===== src/mcd_defines.vh =====
// mcd_defines.vh: shared constants for the multi-channel dma engine
// Operation
// word length uses low thirteen bits
// configured length caps variable length
// software sets length to maximum plus one
// variable options add one, zero, two, three
// seven or eight length bits, bytes only
// arming copies addresses into working pointers
// pointers fixed, plus one, plus two, minus one
// each channel senses one selected trigger
// single modes: one transfer per trigger
// block modes: whole count per trigger
// width selects byte or word transfers
// priority arbitration with round-robin ties
// high, normal, low against the cpu
// eight-byte descriptor fetched after arming
// channel 0 own pointer, 1-4 shared
// abort bit disarms selected channels
// software writes 0 for kept channels
// completion flag set regardless of mask
// software clears flag before mask change
// data space big-endian, special registers little-endian
// fetch before trigger, triggers meanwhile lost
// software request bit starts a transfer
// code 0 none, code 1 previous channel
// descriptor bytes 0-3 hold addresses
// one memory access per clock, read then write
`ifndef MCD_DEFINES_VH
`define MCD_DEFINES_VH
// apb register byte offsets
`define MCD_A_ARM 12'h000
`define MCD_A_SWREQ 12'h004
`define MCD_A_FLAG 12'h008
`define MCD_A_PTR0 12'h00c
`define MCD_A_PTR1 12'h010
`define MCD_A_STAT 12'h014
`define MCD_ABORT_BIT 7
`define MCD_PTR_RST 16'h0000
// descriptor layout
`define MCD_DESC_LAST 3'h7
`define MCD_WORD_BIT 7
`define MCD_IRQM_BIT 3
`define MCD_M8_BIT 2
// codes
`define MCD_TRIG_NONE 5'h00
`define MCD_TRIG_PREV 5'h01
`define MCD_TM_SINGLE 2'h0
`define MCD_TM_BLOCK 2'h1
`define MCD_TM_RSINGLE 2'h2
`define MCD_INC_ONE 2'h1
`define MCD_INC_TWO 2'h2
`define MCD_INC_DEC 2'h3
`define MCD_PRIO_LOW 2'h0
`define MCD_PRIO_NORM 2'h1
`define MCD_VL_PLUS1 3'h1
`define MCD_VL_EXACT 3'h2
`define MCD_VL_PLUS2 3'h3
`define MCD_VL_PLUS3 3'h4
// special register window inside the data space
`define MCD_SFR_LO 16'hdf80
`define MCD_SFR_HI 16'hdfff
`endif


===== src/mcd_arb.v =====
// mcd_arb.v: channel arbiter with priority classes and round-robin
`timescale 1ns/1ps
`default_nettype none
`include "mcd_defines.vh"
module mcd_arb #(
   parameter NCH = 5
) (
   // requests
   input wire [NCH-1:0] i_req,
   input wire [2*NCH-1:0] i_prio,
   input wire i_cpu_req,
   input wire i_normal_turn,
   input wire [2:0] i_last,
   // grant
   output reg o_valid,
   output reg [2:0] o_sel
);
   integer k;
   integer idx;
   reg [1:0] lvl [0:NCH-1];
   reg [NCH-1:0] elig;
   reg [1:0] best;
   // class filter then rotate
   always @* begin
      best = 2'h0;
      o_valid = 1'b0;
      o_sel = 3'h0;
      for (k = 0; k < NCH; k = k + 1) begin
         lvl[k] = i_prio[2*k +: 2];
         if (lvl[k] > 2'h2)
            lvl[k] = 2'h2;
         elig[k] = i_req[k] & ((lvl[k] == 2'h2) | ~i_cpu_req |
                   ((lvl[k] == `MCD_PRIO_NORM) & i_normal_turn));
         if (elig[k] && lvl[k] > best)
            best = lvl[k];
      end
      for (k = NCH; k >= 1; k = k - 1) begin
         idx = (i_last + k) % NCH;
         if (elig[idx] && lvl[idx] == best) begin
            o_valid = 1'b1;
            o_sel = idx[2:0];
         end
      end
   end
endmodule // mcd_arb
`default_nettype wire


===== src/mcd_dma.v =====
// mcd_dma.v: five-channel descriptor driven dma engine with apb registers
`timescale 1ns/1ps
`default_nettype none
`include "mcd_defines.vh"
module mcd_dma #(
   parameter NCH = 5
) (
   // clock and reset
   input wire i_clk,
   input wire i_reset_n,
   // apb slave
   input wire i_psel,
   input wire i_penable,
   input wire i_pwrite,
   input wire [11:0] i_paddr,
   input wire [31:0] i_pwdata,
   output reg [31:0] o_prdata,
   output reg o_pready,
   output reg o_pslverr,
   // shared memory arbiter port
   input wire i_cpu_req,
   input wire i_mem_gnt,
   input wire [7:0] i_mem_rdata,
   output reg o_mem_req,
   output reg o_mem_we,
   output reg [15:0] o_mem_addr,
   output reg [7:0] o_mem_wdata,
   // trigger pulses, bit n is trigger code n
   input wire [31:0] i_trig,
   // completion
   output reg [NCH-1:0] o_chan_done,
   output reg o_irq
);
   localparam [3:0] ST_IDLE = 4'b0001;
   localparam [3:0] ST_FETCH = 4'b0010;
   localparam [3:0] ST_RD = 4'b0100;
   localparam [3:0] ST_WR = 4'b1000;

   reg [3:0] state_reg;
   reg [2:0] cur_reg;
   reg [2:0] bidx_reg;
   reg [15:0] data_reg;
   reg [2:0] last_reg;
   reg normal_turn_reg;
   reg [NCH-1:0] armed_reg;
   reg [NCH-1:0] cfg_valid_reg;
   reg [NCH-1:0] pend_reg;
   reg [NCH-1:0] flag_reg;
   reg [15:0] ptr0_reg;
   reg [15:0] ptr1_reg;
   reg [7:0] desc_mem [0:8*NCH-1];
   reg [15:0] src_ptr [0:NCH-1];
   reg [15:0] dst_ptr [0:NCH-1];
   reg [12:0] cnt_mem [0:NCH-1];
   reg [12:0] tgt_mem [0:NCH-1];
   integer i, j, m;

   function is_sfr;
      input [15:0] a;
      is_sfr = (a >= `MCD_SFR_LO) && (a <= `MCD_SFR_HI);
   endfunction

   // pointer step, scaled by element size
   function [15:0] step;
      input [15:0] a;
      input [1:0] inc;
      input word;
      case (inc)
         `MCD_INC_ONE: step = word ? a + 16'h0002 : a + 16'h0001;
         `MCD_INC_TWO: step = word ? a + 16'h0004 : a + 16'h0002;
         `MCD_INC_DEC: step = word ? a - 16'h0002 : a - 16'h0001;
         default: step = a;
      endcase
   endfunction

   // per-channel trigger code and priority
   wire [5*NCH-1:0] trig_code;
   wire [2*NCH-1:0] prio_vec;
   wire [NCH-1:0] hw_hit;
   genvar g;
   generate
      for (g = 0; g < NCH; g = g + 1) begin : g_ch
         assign trig_code[5*g +: 5] = desc_mem[8*g+6][4:0];
         assign prio_vec[2*g +: 2] = desc_mem[8*g+7][1:0];
         // one source, code 0 none, 1 previous
         assign hw_hit[g] = (trig_code[5*g +: 5] == `MCD_TRIG_PREV) ?
                            (g > 0 && o_chan_done[(g+NCH-1)%NCH]) :
                            (trig_code[5*g +: 5] != `MCD_TRIG_NONE) &&
                            i_trig[trig_code[5*g +: 5]];
      end
   endgenerate

   // current channel descriptor fields
   wire [7:0] cb4 = desc_mem[{cur_reg, 3'h4}];
   wire [7:0] cb5 = desc_mem[{cur_reg, 3'h5}];
   wire [7:0] cb6 = desc_mem[{cur_reg, 3'h6}];
   wire [7:0] cb7 = desc_mem[{cur_reg, 3'h7}];
   wire cword = cb6[`MCD_WORD_BIT];
   wire [1:0] ctmode = cb6[6:5];
   wire [2:0] cvlen = cb4[7:5];
   wire [12:0] len_cfg = {cb4[4:0], cb5};
   wire src_sfr = is_sfr(src_ptr[cur_reg]);
   wire dst_sfr = is_sfr(dst_ptr[cur_reg]);

   // byte placement: big-endian data space, little-endian sfr
   wire rd_hi = cword & ((bidx_reg == 3'h0) ^ src_sfr);
   wire [15:0] rd_merge = rd_hi ? {i_mem_rdata, data_reg[7:0]} :
                          {data_reg[15:8], i_mem_rdata};
   wire wr0_hi = cword & ~dst_sfr;

   // length taken from the first element
   wire [12:0] vl_n = cword ? data_reg[12:0] :
                      (cb7[`MCD_M8_BIT] ? {5'h00, data_reg[7:0]} :
                      {6'h00, data_reg[6:0]});
   reg [13:0] vl_tot;
   // total count per variable option
   always @* begin
      case (cvlen)
         `MCD_VL_PLUS1: vl_tot = {1'b0, vl_n} + 14'h0001;
         `MCD_VL_PLUS2: vl_tot = {1'b0, vl_n} + 14'h0002;
         `MCD_VL_PLUS3: vl_tot = {1'b0, vl_n} + 14'h0003;
         default: vl_tot = {1'b0, vl_n};
      endcase
   end
   wire vl_on = (cvlen >= `MCD_VL_PLUS1) && (cvlen <= `MCD_VL_PLUS3);
   // configured length is the ceiling
   wire [12:0] vl_cap = (vl_tot > {1'b0, len_cfg}) ? len_cfg : vl_tot[12:0];
   wire [12:0] cnt_new = cnt_mem[cur_reg] + 13'h0001;
   wire [12:0] tgt_now = (vl_on && cnt_mem[cur_reg] == 13'h0000) ?
                         vl_cap : tgt_mem[cur_reg];
   wire xfer_done = cnt_new >= tgt_now;
   wire rep_mode = ctmode[1];

   // descriptor fetch order 1..4 then 0
   wire [NCH-1:0] fetch_need = armed_reg & ~cfg_valid_reg;
   reg [2:0] fetch_ch;
   always @* begin
      fetch_ch = 3'h0;
      for (j = NCH - 1; j >= 1; j = j - 1)
         if (fetch_need[j])
            fetch_ch = j[2:0];
   end
   wire [15:0] fetch_base = (fetch_ch == 3'h0) ? ptr0_reg :
                            ptr1_reg + {10'h000, fetch_ch - 3'h1, 3'h0};

   wire arb_valid;
   wire [2:0] arb_sel;
   // transfer arbitration
   mcd_arb #(.NCH(NCH)) u_arb (
      .i_req(armed_reg & cfg_valid_reg & pend_reg),
      .i_prio(prio_vec),
      .i_cpu_req(i_cpu_req),
      .i_normal_turn(normal_turn_reg),
      .i_last(last_reg),
      .o_valid(arb_valid),
      .o_sel(arb_sel)
   );

   // apb strobes
   wire apb_wr = i_psel & i_penable & o_pready & i_pwrite;
   wire wr_arm = apb_wr && i_paddr == `MCD_A_ARM;
   wire wr_abort = wr_arm && i_pwdata[`MCD_ABORT_BIT];
   wire wr_sw = apb_wr && i_paddr == `MCD_A_SWREQ;
   wire cur_aborted = wr_abort && i_pwdata[cur_reg] && !state_reg[0];
   reg [NCH-1:0] irq_mask;
   always @* begin
      for (m = 0; m < NCH; m = m + 1)
         irq_mask[m] = desc_mem[8*m+7][`MCD_IRQM_BIT] & cfg_valid_reg[m];
   end

   // engine, registers and channel bookkeeping
   always @(posedge i_clk or negedge i_reset_n) begin
      if (!i_reset_n) begin
         state_reg <= ST_IDLE;
         cur_reg <= 3'h0;
         bidx_reg <= 3'h0;
         data_reg <= 16'h0000;
         last_reg <= 3'h0;
         normal_turn_reg <= 1'b0;
         armed_reg <= {NCH{1'b0}};
         cfg_valid_reg <= {NCH{1'b0}};
         pend_reg <= {NCH{1'b0}};
         flag_reg <= {NCH{1'b0}};
         ptr0_reg <= `MCD_PTR_RST;
         ptr1_reg <= `MCD_PTR_RST;
         o_prdata <= 32'h00000000;
         o_pready <= 1'b0;
         o_pslverr <= 1'b0;
         o_mem_req <= 1'b0;
         o_mem_we <= 1'b0;
         o_mem_addr <= 16'h0000;
         o_mem_wdata <= 8'h00;
         o_chan_done <= {NCH{1'b0}};
         o_irq <= 1'b0;
         for (i = 0; i < NCH; i = i + 1) begin
            src_ptr[i] <= 16'h0000;
            dst_ptr[i] <= 16'h0000;
            cnt_mem[i] <= 13'h0000;
            tgt_mem[i] <= 13'h0000;
         end
      end else begin
         o_chan_done <= {NCH{1'b0}};
         o_pslverr <= 1'b0;
         o_pready <= i_psel & ~i_penable;
         o_irq <= |(flag_reg & irq_mask);
         // triggers count only once configured
         pend_reg <= pend_reg | (armed_reg & cfg_valid_reg &
                     (hw_hit | (wr_sw ? i_pwdata[NCH-1:0] : {NCH{1'b0}})));
         // apb read data captured in the setup phase
         if (i_psel && !i_penable) begin
            case (i_paddr)
               `MCD_A_ARM: o_prdata <= {27'h0, armed_reg};
               `MCD_A_SWREQ: o_prdata <= {27'h0, pend_reg};
               `MCD_A_FLAG: o_prdata <= {27'h0, flag_reg};
               `MCD_A_PTR0: o_prdata <= {16'h0, ptr0_reg};
               `MCD_A_PTR1: o_prdata <= {16'h0, ptr1_reg};
               `MCD_A_STAT: o_prdata <= {20'h0, state_reg, cur_reg, cfg_valid_reg};
               default: begin
                  o_prdata <= 32'h00000000;
                  o_pslverr <= 1'b1;
               end
            endcase
         end
         if (apb_wr && i_paddr == `MCD_A_PTR0)
            ptr0_reg <= i_pwdata[15:0];
         if (apb_wr && i_paddr == `MCD_A_PTR1)
            ptr1_reg <= i_pwdata[15:0];
         // completion flags: write one clears
         if (apb_wr && i_paddr == `MCD_A_FLAG)
            flag_reg <= flag_reg & ~i_pwdata[NCH-1:0];

         case (state_reg)
            ST_IDLE: begin
               bidx_reg <= 3'h0;
               data_reg <= 16'h0000;
               if (|fetch_need) begin
                  cur_reg <= fetch_ch;
                  state_reg <= ST_FETCH;
                  o_mem_req <= 1'b1;
                  o_mem_we <= 1'b0;
                  o_mem_addr <= fetch_base;
               end else if (arb_valid) begin
                  cur_reg <= arb_sel;
                  last_reg <= arb_sel;
                  // normal class takes every second contention
                  if (i_cpu_req && prio_vec[2*arb_sel +: 2] == `MCD_PRIO_NORM)
                     normal_turn_reg <= 1'b0;
                  else if (i_cpu_req)
                     normal_turn_reg <= 1'b1;
                  state_reg <= ST_RD;
                  o_mem_req <= 1'b1;
                  o_mem_we <= 1'b0;
                  o_mem_addr <= src_ptr[arb_sel];
               end else if (i_cpu_req)
                  normal_turn_reg <= 1'b1;
            end
            ST_FETCH: if (i_mem_gnt) begin
               desc_mem[{cur_reg, bidx_reg}] <= i_mem_rdata;
               o_mem_addr <= o_mem_addr + 16'h0001;
               bidx_reg <= bidx_reg + 3'h1;
               if (bidx_reg == `MCD_DESC_LAST) begin
                  // working pointers from bytes 0-3
                  src_ptr[cur_reg] <= {desc_mem[{cur_reg, 3'h0}],
                                       desc_mem[{cur_reg, 3'h1}]};
                  dst_ptr[cur_reg] <= {desc_mem[{cur_reg, 3'h2}],
                                       desc_mem[{cur_reg, 3'h3}]};
                  cnt_mem[cur_reg] <= 13'h0000;
                  tgt_mem[cur_reg] <= len_cfg;
                  cfg_valid_reg[cur_reg] <= 1'b1;
                  pend_reg[cur_reg] <= 1'b0;
                  o_mem_req <= 1'b0;
                  state_reg <= ST_IDLE;
               end
            end
            ST_RD: if (i_mem_gnt) begin
               data_reg <= rd_merge;
               // second read only for words
               if (cword && bidx_reg == 3'h0) begin
                  bidx_reg <= 3'h1;
                  o_mem_addr <= src_ptr[cur_reg] + 16'h0001;
               end else begin
                  // write follows the completed read
                  bidx_reg <= 3'h0;
                  state_reg <= ST_WR;
                  o_mem_we <= 1'b1;
                  o_mem_addr <= dst_ptr[cur_reg];
                  o_mem_wdata <= wr0_hi ? rd_merge[15:8] : rd_merge[7:0];
               end
            end
            ST_WR: if (i_mem_gnt) begin
               if (cword && bidx_reg == 3'h0) begin
                  bidx_reg <= 3'h1;
                  o_mem_addr <= dst_ptr[cur_reg] + 16'h0001;
                  o_mem_wdata <= wr0_hi ? data_reg[7:0] : data_reg[15:8];
               end else begin
                  o_mem_req <= 1'b0;
                  o_mem_we <= 1'b0;
                  state_reg <= ST_IDLE;
                  src_ptr[cur_reg] <= step(src_ptr[cur_reg], cb7[7:6], cword);
                  dst_ptr[cur_reg] <= step(dst_ptr[cur_reg], cb7[5:4], cword);
                  cnt_mem[cur_reg] <= cnt_new;
                  tgt_mem[cur_reg] <= tgt_now;
                  // single modes consume the trigger each transfer
                  if (ctmode == `MCD_TM_SINGLE || ctmode == `MCD_TM_RSINGLE)
                     pend_reg[cur_reg] <= 1'b0;
                  if (xfer_done) begin
                     // block modes run until the count is reached
                     pend_reg[cur_reg] <= 1'b0;
                     o_chan_done[cur_reg] <= 1'b1;
                     // flag set whatever the mask
                     flag_reg[cur_reg] <= 1'b1;
                     if (rep_mode) begin
                        // rearm reloads working pointers
                        src_ptr[cur_reg] <= {desc_mem[{cur_reg, 3'h0}],
                                             desc_mem[{cur_reg, 3'h1}]};
                        dst_ptr[cur_reg] <= {desc_mem[{cur_reg, 3'h2}],
                                             desc_mem[{cur_reg, 3'h3}]};
                        cnt_mem[cur_reg] <= 13'h0000;
                        tgt_mem[cur_reg] <= len_cfg;
                     end else begin
                        armed_reg[cur_reg] <= 1'b0;
                        cfg_valid_reg[cur_reg] <= 1'b0;
                     end
                  end
               end
            end
            default: begin
               state_reg <= ST_IDLE;
               o_mem_req <= 1'b0;
            end
         endcase

         // abort disarms the written channels
         if (wr_abort) begin
            armed_reg <= armed_reg & ~i_pwdata[NCH-1:0];
            cfg_valid_reg <= cfg_valid_reg & ~i_pwdata[NCH-1:0];
            pend_reg <= pend_reg & ~i_pwdata[NCH-1:0];
            if (cur_aborted) begin
               state_reg <= ST_IDLE;
               o_mem_req <= 1'b0;
               o_mem_we <= 1'b0;
            end
         end else if (wr_arm) begin
            // arming forces a fresh descriptor fetch
            armed_reg <= armed_reg | i_pwdata[NCH-1:0];
            cfg_valid_reg <= cfg_valid_reg & ~i_pwdata[NCH-1:0];
         end
      end
   end
endmodule // mcd_dma
`default_nettype wire


===== config.mk =====
export PLATFORM = sky130hd
export DESIGN_NAME = mcd_dma
export DESIGN_NICKNAME = d
export VERILOG_FILES = /design/src/mcd_arb.v /design/src/mcd_dma.v
export VERILOG_INCLUDE_DIRS = /design/src /design/src/src
export SDC_FILE = /design/constraint.sdc
export NUM_CORES = 2
export LEC_CHECK = 0
export BUFFER_PORTS_ARGS = -buffer_cell sky130_fd_sc_hd__buf_2
export CORE_MARGIN = 5
export CORE_UTILIZATION = 30
export DETAILED_ROUTE_END_ITERATION = 16
export SKIP_LAST_GASP = 1
export SYNTH_ARGS = -nofsm -noshare
export SYNTH_HDL_FRONTEND = slang
export SYNTH_HIERARCHICAL = 1
export SYNTH_SLANG_ARGS = --single-unit
export TNS_END_PERCENT = 50

===== constraint.sdc =====
create_clock -name i_clk -period 8.4 [get_ports i_clk]
set_input_delay 1.68 -clock i_clk [delete_from_list [all_inputs] [get_ports i_clk]]
set_output_delay 1.68 -clock i_clk [all_outputs]
set_load 0.02 [all_outputs]

# Yosys cells after proc, flatten, opt, wreduce, memory -nomap -nowiden
# Memory sizes are Yosys's and may differ from the RTL's.
# Cells that the tools add are included.
# totals
memories	1
ramBits	320
ff_bits	438
out_inout_bits	66
in_bits	91
elab_cells	553
# mem_list
name	words	word_bits	rd	rd_clocked_by_memory_dff	wr	line	text
desc_mem	40	8	18	0	1	mcd_dma.v:51	reg [7:0] desc_mem [0:8*NCH-1];
# classes
shift	1
n_eq_ne	57
n_reduce_logical	68
add_sub_neg	23
bitwise	67
muxes	251
div	5
n_lt_le_gt_ge	39
# op_table
op	n
2-to-1 mux 80 bit	12
2-to-1 mux 65 bit	12
bitwise mux 80 bit	6
2-to-1 mux 16 bit	29
one-hot mux 80 bit (2 select lines)	2
bitwise mux 65 bit	4
one-hot mux 65 bit (2 select lines)	2
2-to-1 mux 5 bit	35
>= comparator 32 x 4 -> 1 bit, second input constant	5
less-than comparator 32 x 5 -> 1 bit, second input constant	5
remainder unit 32 x 3 -> 32 bit, second input constant	5
inverter 32 bit	5
binary-select mux 16 bit (select 3 bit)	3
AND 65 bit	2
2-to-1 mux 13 bit	8
one-hot mux 16 bit (3 select lines)	2
one-hot mux 16 bit (6 select lines)	1
binary-select mux 13 bit (select 3 bit)	2
AND 5 bit	13
inverter 65 bit	1
one-hot mux 16 bit (4 select lines)	1
2-to-1 mux 8 bit	7
2-to-1 mux 1 bit	52
adder 16 x 1 -> 16 bit, second input constant	3
other kinds (88)	294

# Depth between registers and ports, before layout
# An unclocked memory read counts as a cell.
# depth
depth_word	35
mapped_depth	40
depth_no_buf	39

# Cells and area by module
# Netlist, hierarchy kept.
# by_module_without_submodules
mod	area_per_inst_um2	cells_each	n_inst	seq_area_each_um2
mcd_dma	41114.4	3970	1	20170.6
mcd_arb	2793.9	393	1	0.0

# Worst setup path before layout
# No wires, ideal clock.
# synth_timing
path_kind	input port to flip-flop
start	in i_cpu_req
end	reg o_mem_addr[14]
setup_slack_ns	-0.684
arrival_time_ns	8.957
setup_ns	0.127
n_path_buf	3
required_ns	8.273
cell_stages	35
cell_sequence	inv_1 o21ai_0 nor2_1 ha_1 nand2_1 o21a_1 nand2_1 mux2i_1 inv_1 ha_1 nor2_1 nand2_1 or4_1 o21ai_0 ha_1 nand2_1 o21ai_0 or2_2 a31oi_1 inv_1 ha_1 a211oi_1 a21oi_1 a211o_1 a221oi_1 nor3b_1 a311o_1 clkbuf_1 buf_1 clkbuf_1 mux4_2 a221oi_1 o21ai_0 o21ai_0 nor2_1
# synth_between
elab_chain_cells	32
elab_cells_between_ends	74
cone_classes	4 x order compare; 6 x eq/ne; 36 x mux; 17 x bitwise; 11 x reduce/logical
# synth_lines
element	line	text
from (decl)	mcd_dma.v:21	input wire i_cpu_req,
inverter 1 bit (*)	mcd_arb.v:32	elig[k] = i_req[k] & ((lvl[k] == 2'h2) | ~i_cpu_req |
OR 1 bit (2 in series)	mcd_arb.v:32	
AND 1 bit	mcd_arb.v:32	
logical AND 1 bit	mcd_arb.v:34	if (elig[k] && lvl[k] > best)
2-to-1 mux 2 bit	mcd_arb.v:34	
> comparator 2 bit	mcd_arb.v:34	
logical AND 1 bit	mcd_arb.v:34	
2-to-1 mux 2 bit	mcd_arb.v:34	
[... 15 more ...]	-	
2-to-1 mux 3 bit (*)	mcd_arb.v:39	if (elig[idx] && lvl[idx] == best) begin
net arb_sel[0]	mcd_dma.v:147	wire [2:0] arb_sel;
inverter 3 -> 4 bit (not written as such) (*)	mcd_dma.v:253	o_mem_addr <= src_ptr[arb_sel];
binary-select mux 16 bit (select 3 bit) (*)	mcd_dma.v:253	
2-to-1 mux 16 bit (not written as such) (*) (2 in series)	mcd_dma.v:253	
2-to-1 mux 16 bit (*)	mcd_dma.v:242	end else if (arb_valid) begin
2-to-1 mux 16 bit (*)	mcd_dma.v:236	if (|fetch_need) begin
one-hot mux 16 bit (4 select lines) (*)	mcd_dma.v:232	case (state_reg)
to (signal assigned)	mcd_dma.v:241	o_mem_addr <= fetch_base;
to (signal assigned)	mcd_dma.v:253	
to (signal assigned)	mcd_dma.v:259	o_mem_addr <= o_mem_addr + 16'h0001;
to (decl)	mcd_dma.v:26	output reg [15:0] o_mem_addr,
# The timed path passes the listed nets; every way through them passes the cells marked *. The select of a mux whose other input is x is not followed.
# A chain may end at the register's enable or synchronous reset.

# Worst setup path after layout
# layout_timing
start	in i_cpu_req
end	reg o_mem_addr[9]
# The elaborated chain is that of the path after synthesis.

==> key figures <==
Outcome
  – Outcome: complete, no violations

Route
  – DRT iter0 DRCs: 4577
  – DRC: 0
  – Vias: 38500
  – Pre-Repair DR Iteration Count: 8
  – Post-route ant nets: 0
  – Vias per std cell: 5.94
  – Avg WL per Cell: 27.0 microns
  – Final WL: 175 mm

Synthesis
  – Leading area contributor after synthesis: dfrtp_1
  – Sequential area share after synthesis: 0.459
  – Synthesized area: 0.0439 sq mm
  – Register bit total from synthesis: 742
  – Synth Warn #: 6
  – Syn_area_per_cell: 10.1 sq um
  – Top cell type's share of synthesized area: 0.240
  – Async set-reset flop share out of synthesis: 0.569
  – EDFF count, synth: 320
  – Gate Count Post-Synth: 4363
  – Yosys cell types: 111
  – Synth Flop Type: dfrtp_1
  – Largest cells by area after synthesis: dfrtp_1 24%, edfxtp_1 22%, nand2_1 4.6%

Pwr
  – Leakage: 20.1 nW
  – Pwr dens: 155 mW/mm^2
  – Worst VDD drop: 0.158 mV

Critical path
  – Critical path peak fanout: 6
  – Startpoint types: input pin
  – WP data required: 8.97 ns
  – Slowest Stage Delay on Critical Path: 0.53 ns
  – Slowest CP cell: mux4_2
  – Worst EP arrival: 8.68 ns
  – WS Path Type: input pin to flop
  – Crit end category: flop

Clocking
  – Clock latency at the later pin of the worst-skew pair: 0.70 ns
  – CTS tree: yes
  – Clock sink count: 742
  – Longest Clk Path Bufs: 3
  – Cts hold-fix bufs: 0
  – Clk Tree Root Cell: clkbuf_16
  – Reg clk slew, reported paths: 0.07 ns
  – Htree depth: 3
  – Clock buffer count from CTS: 79

Run
  – Max_cap viols: 0

Floorplanning
  – Die Footprint: 0.154 sq mm
  – Boundary Pins: 157
  – Starting Density: 0.302
  – Cell row count: 140
  – Core region area: 0.146 sq mm
  – Die height: 393 microns
  – Die X: 393 microns

Placed design
  – Post-DP HPWL: 123 mm
  – Post-Place Setup Slack: -0.670 ns
  – Buffers on Ports: 122
  – GPL Wtd Cong: 0.956

Global routing
  – Largest net degree at the start of global routing: 162
  – Global-route wire length before repair: 254 mm
  – Number of global-route vias before repair: 36400
  – GRT Total Usage: 0.221
  – Grt total ovfl: 0
  – Antenna violations before repair: 5

Layout
  – Post-layout nets: 4669
  – Fill cells: 14600
  – Top reg by flops: desc_mem
  – Number of flip-flops in the largest register: 320
  – Register area: 0.0202 sq mm
  – Util after Layout: 0.346
  – Area Overhead vs Synth: 14.6%
  – Share of layout cells above drive strength 1: 0.174
  – Multi-input logic area: 0.0224 sq mm
  – Top Registers: desc_mem (320), dst_ptr (80), src_ptr (80)

STA
  – Worst-Margin Slew: 1.19 ns
  – Worst setup margin: 0.287 ns
  – Max Fclk: 0.123 GHz
  – Hold Violations, Final: 0
  – Worst slew margin: 0.205
  – Final setup fails: 0
  – RSZ-0062 raised after global routing: yes
  – Final setup skew: 0.0348 ns
  – Slew Limit Fails: 0
  – Final Hold Slack: 0.475 ns
  – Tcrit/Tclk final: 0.966
  – Post-layout min period: 8.11 ns

Min path
  – Class of the worst hold path: flop to flop
-- cell usage after synthesis (23+ instances only) --
cell,instances
nand2_1,533
dfrtp_1,421
nor2_1,371
o21ai_0,329
edfxtp_1,320
a21oi_1,246
clkbuf_1,186
mux2i_1,169
mux2_2,128
nand3_1,100
mux4_2,88
ha_1,84
nor3_1,82
xnor2_1,75
a22oi_1,70
inv_1,70
a31oi_1,58
a221oi_1,57
a211oi_1,53
buf_2,53
o22ai_1,48
and3_1,44
o31ai_1,40
o211ai_1,39
and2_1,38
nand2b_1,36
xor2_1,36
nor2b_1,33
a21o_1,29
a22o_1,29
buf_4,28
buf_1,26
nand4_1,24
nor4_1,24
o21a_1,24
or3_1,23
-- layout make-up --
class | count | share of cell area
Tap cell | 1917 | 0.0477
Multi-Input combinational cell | 3260 | 0.446
Antenna cell | 3 | 0.000149
Clock inverter | 52 | 0.0115
Inverter | 75 | 0.00565
Timing Repair Buffer | 334 | 0.0459
Clock buffer | 96 | 0.0421
Sequential cell | 742 | 0.401
-- layout by cell type, fill, tap and decap left out, drive strengths merged, types with 36 or more instances in the layout --
cell type  netlist  final
a211oi          55     55
a21oi          247    247
a221oi          60     60
a22oi           70     70
a31oi           58     58
and2            42     42
and3            44     44
buf            115    334
clkbuf         186     96
clkinv           2     36
dfrtp          421    421
edfxtp         320    320
ha              84     84
inv             73     78
mux2           132    132
mux2i          169    169
mux4            88     88
nand2          533    533
nand2b          36     36
nand3          100    100
nor2           372    372
nor3            83     83
o211ai          39     39
o21ai          343    343
o22ai           48     48
o31ai           40     40
xnor2           77     77
xor2            37     37
-- path summary, 6_finish.rpt --
kind / startpoint / end / slack [ns] / cells past startpoint
setup / recovery: i_cpu_req / o_mem_addr[9] / 0.29 / 40
hold / removal: cnt_mem[57] / cnt_mem[57] / 0.47 / 2
setup reg to reg: cur_reg[1] / flop / 0.42 / 33
hold reg to reg: cnt_mem[57] / cnt_mem[57] / 0.47 / 2
max in group asynchronous: i_reset_n / cur_reg[1] / 5.24 / 3
min in group asynchronous: i_reset_n / dst_ptr[22] / 0.93 / 1
-- cells by family after synthesis --
family                     count (synthesis)  share of synthesized area
and+or+nand+nor                         1403                      0.147
buffers and inverters                    376                     0.0375
DFF                                      742                      0.459
muxes                                    389                      0.118
adders and majority gates                 86                     0.0248
other                                      1                  0.0000854
AOI/OAI and AO/OA                       1252                      0.190
xor gates and xnor gates                 114                     0.0235
-- worst max-delay path, delay by kind of cell --
kind            cells  cell delay [ns]
compound gates     16             2.78
fa+ha+maj           4             1.05
buf+inv             8             0.92
mux                 2             0.73
simple gates       10             1.50
-- power by group --
group	switching, mW	internal [mW]	total (mW)	leakage [nW]
Sequential	0.00819	3.79	3.80	8.65
Clock	1.61	2.07	3.68	1.32
Combinational	0.237	0.0877	0.325	10.2
-- metal layers --
layer	routed length [microns]	track usage	up-vias	part of all wire
met2	79300	0.350	2088	0.45
met1	71300	0.295	19300	0.41
li1	-	-	16700	-
met4	9440	0.110	2	0.054
met5	11	0	-	0.000063
met3	15000	0.0341	405	0.086
-- metrics by stage --
step	std cells	setup TNS, ns	cell area [sq um]	power (mW)
final	6479	0	50300	7.80
after floorplan	4378	0	44000	4.01
after global placement	6316	-8.37	47400	4.19
after CTS	6464	0	50100	7.84
after global routing	6476	-0.193	50300	8.01
after detailed placement	6316	-8.32	47400	4.19
-- timing repair --
action                                  CTS  global route
hold endpoints to repair                  0             0
endpoints found under the setup margin    0           193
buffers inserted                          0            12
gates resized for setup                   0            34
No activity file was read; power rests on OpenSTA's default activity.
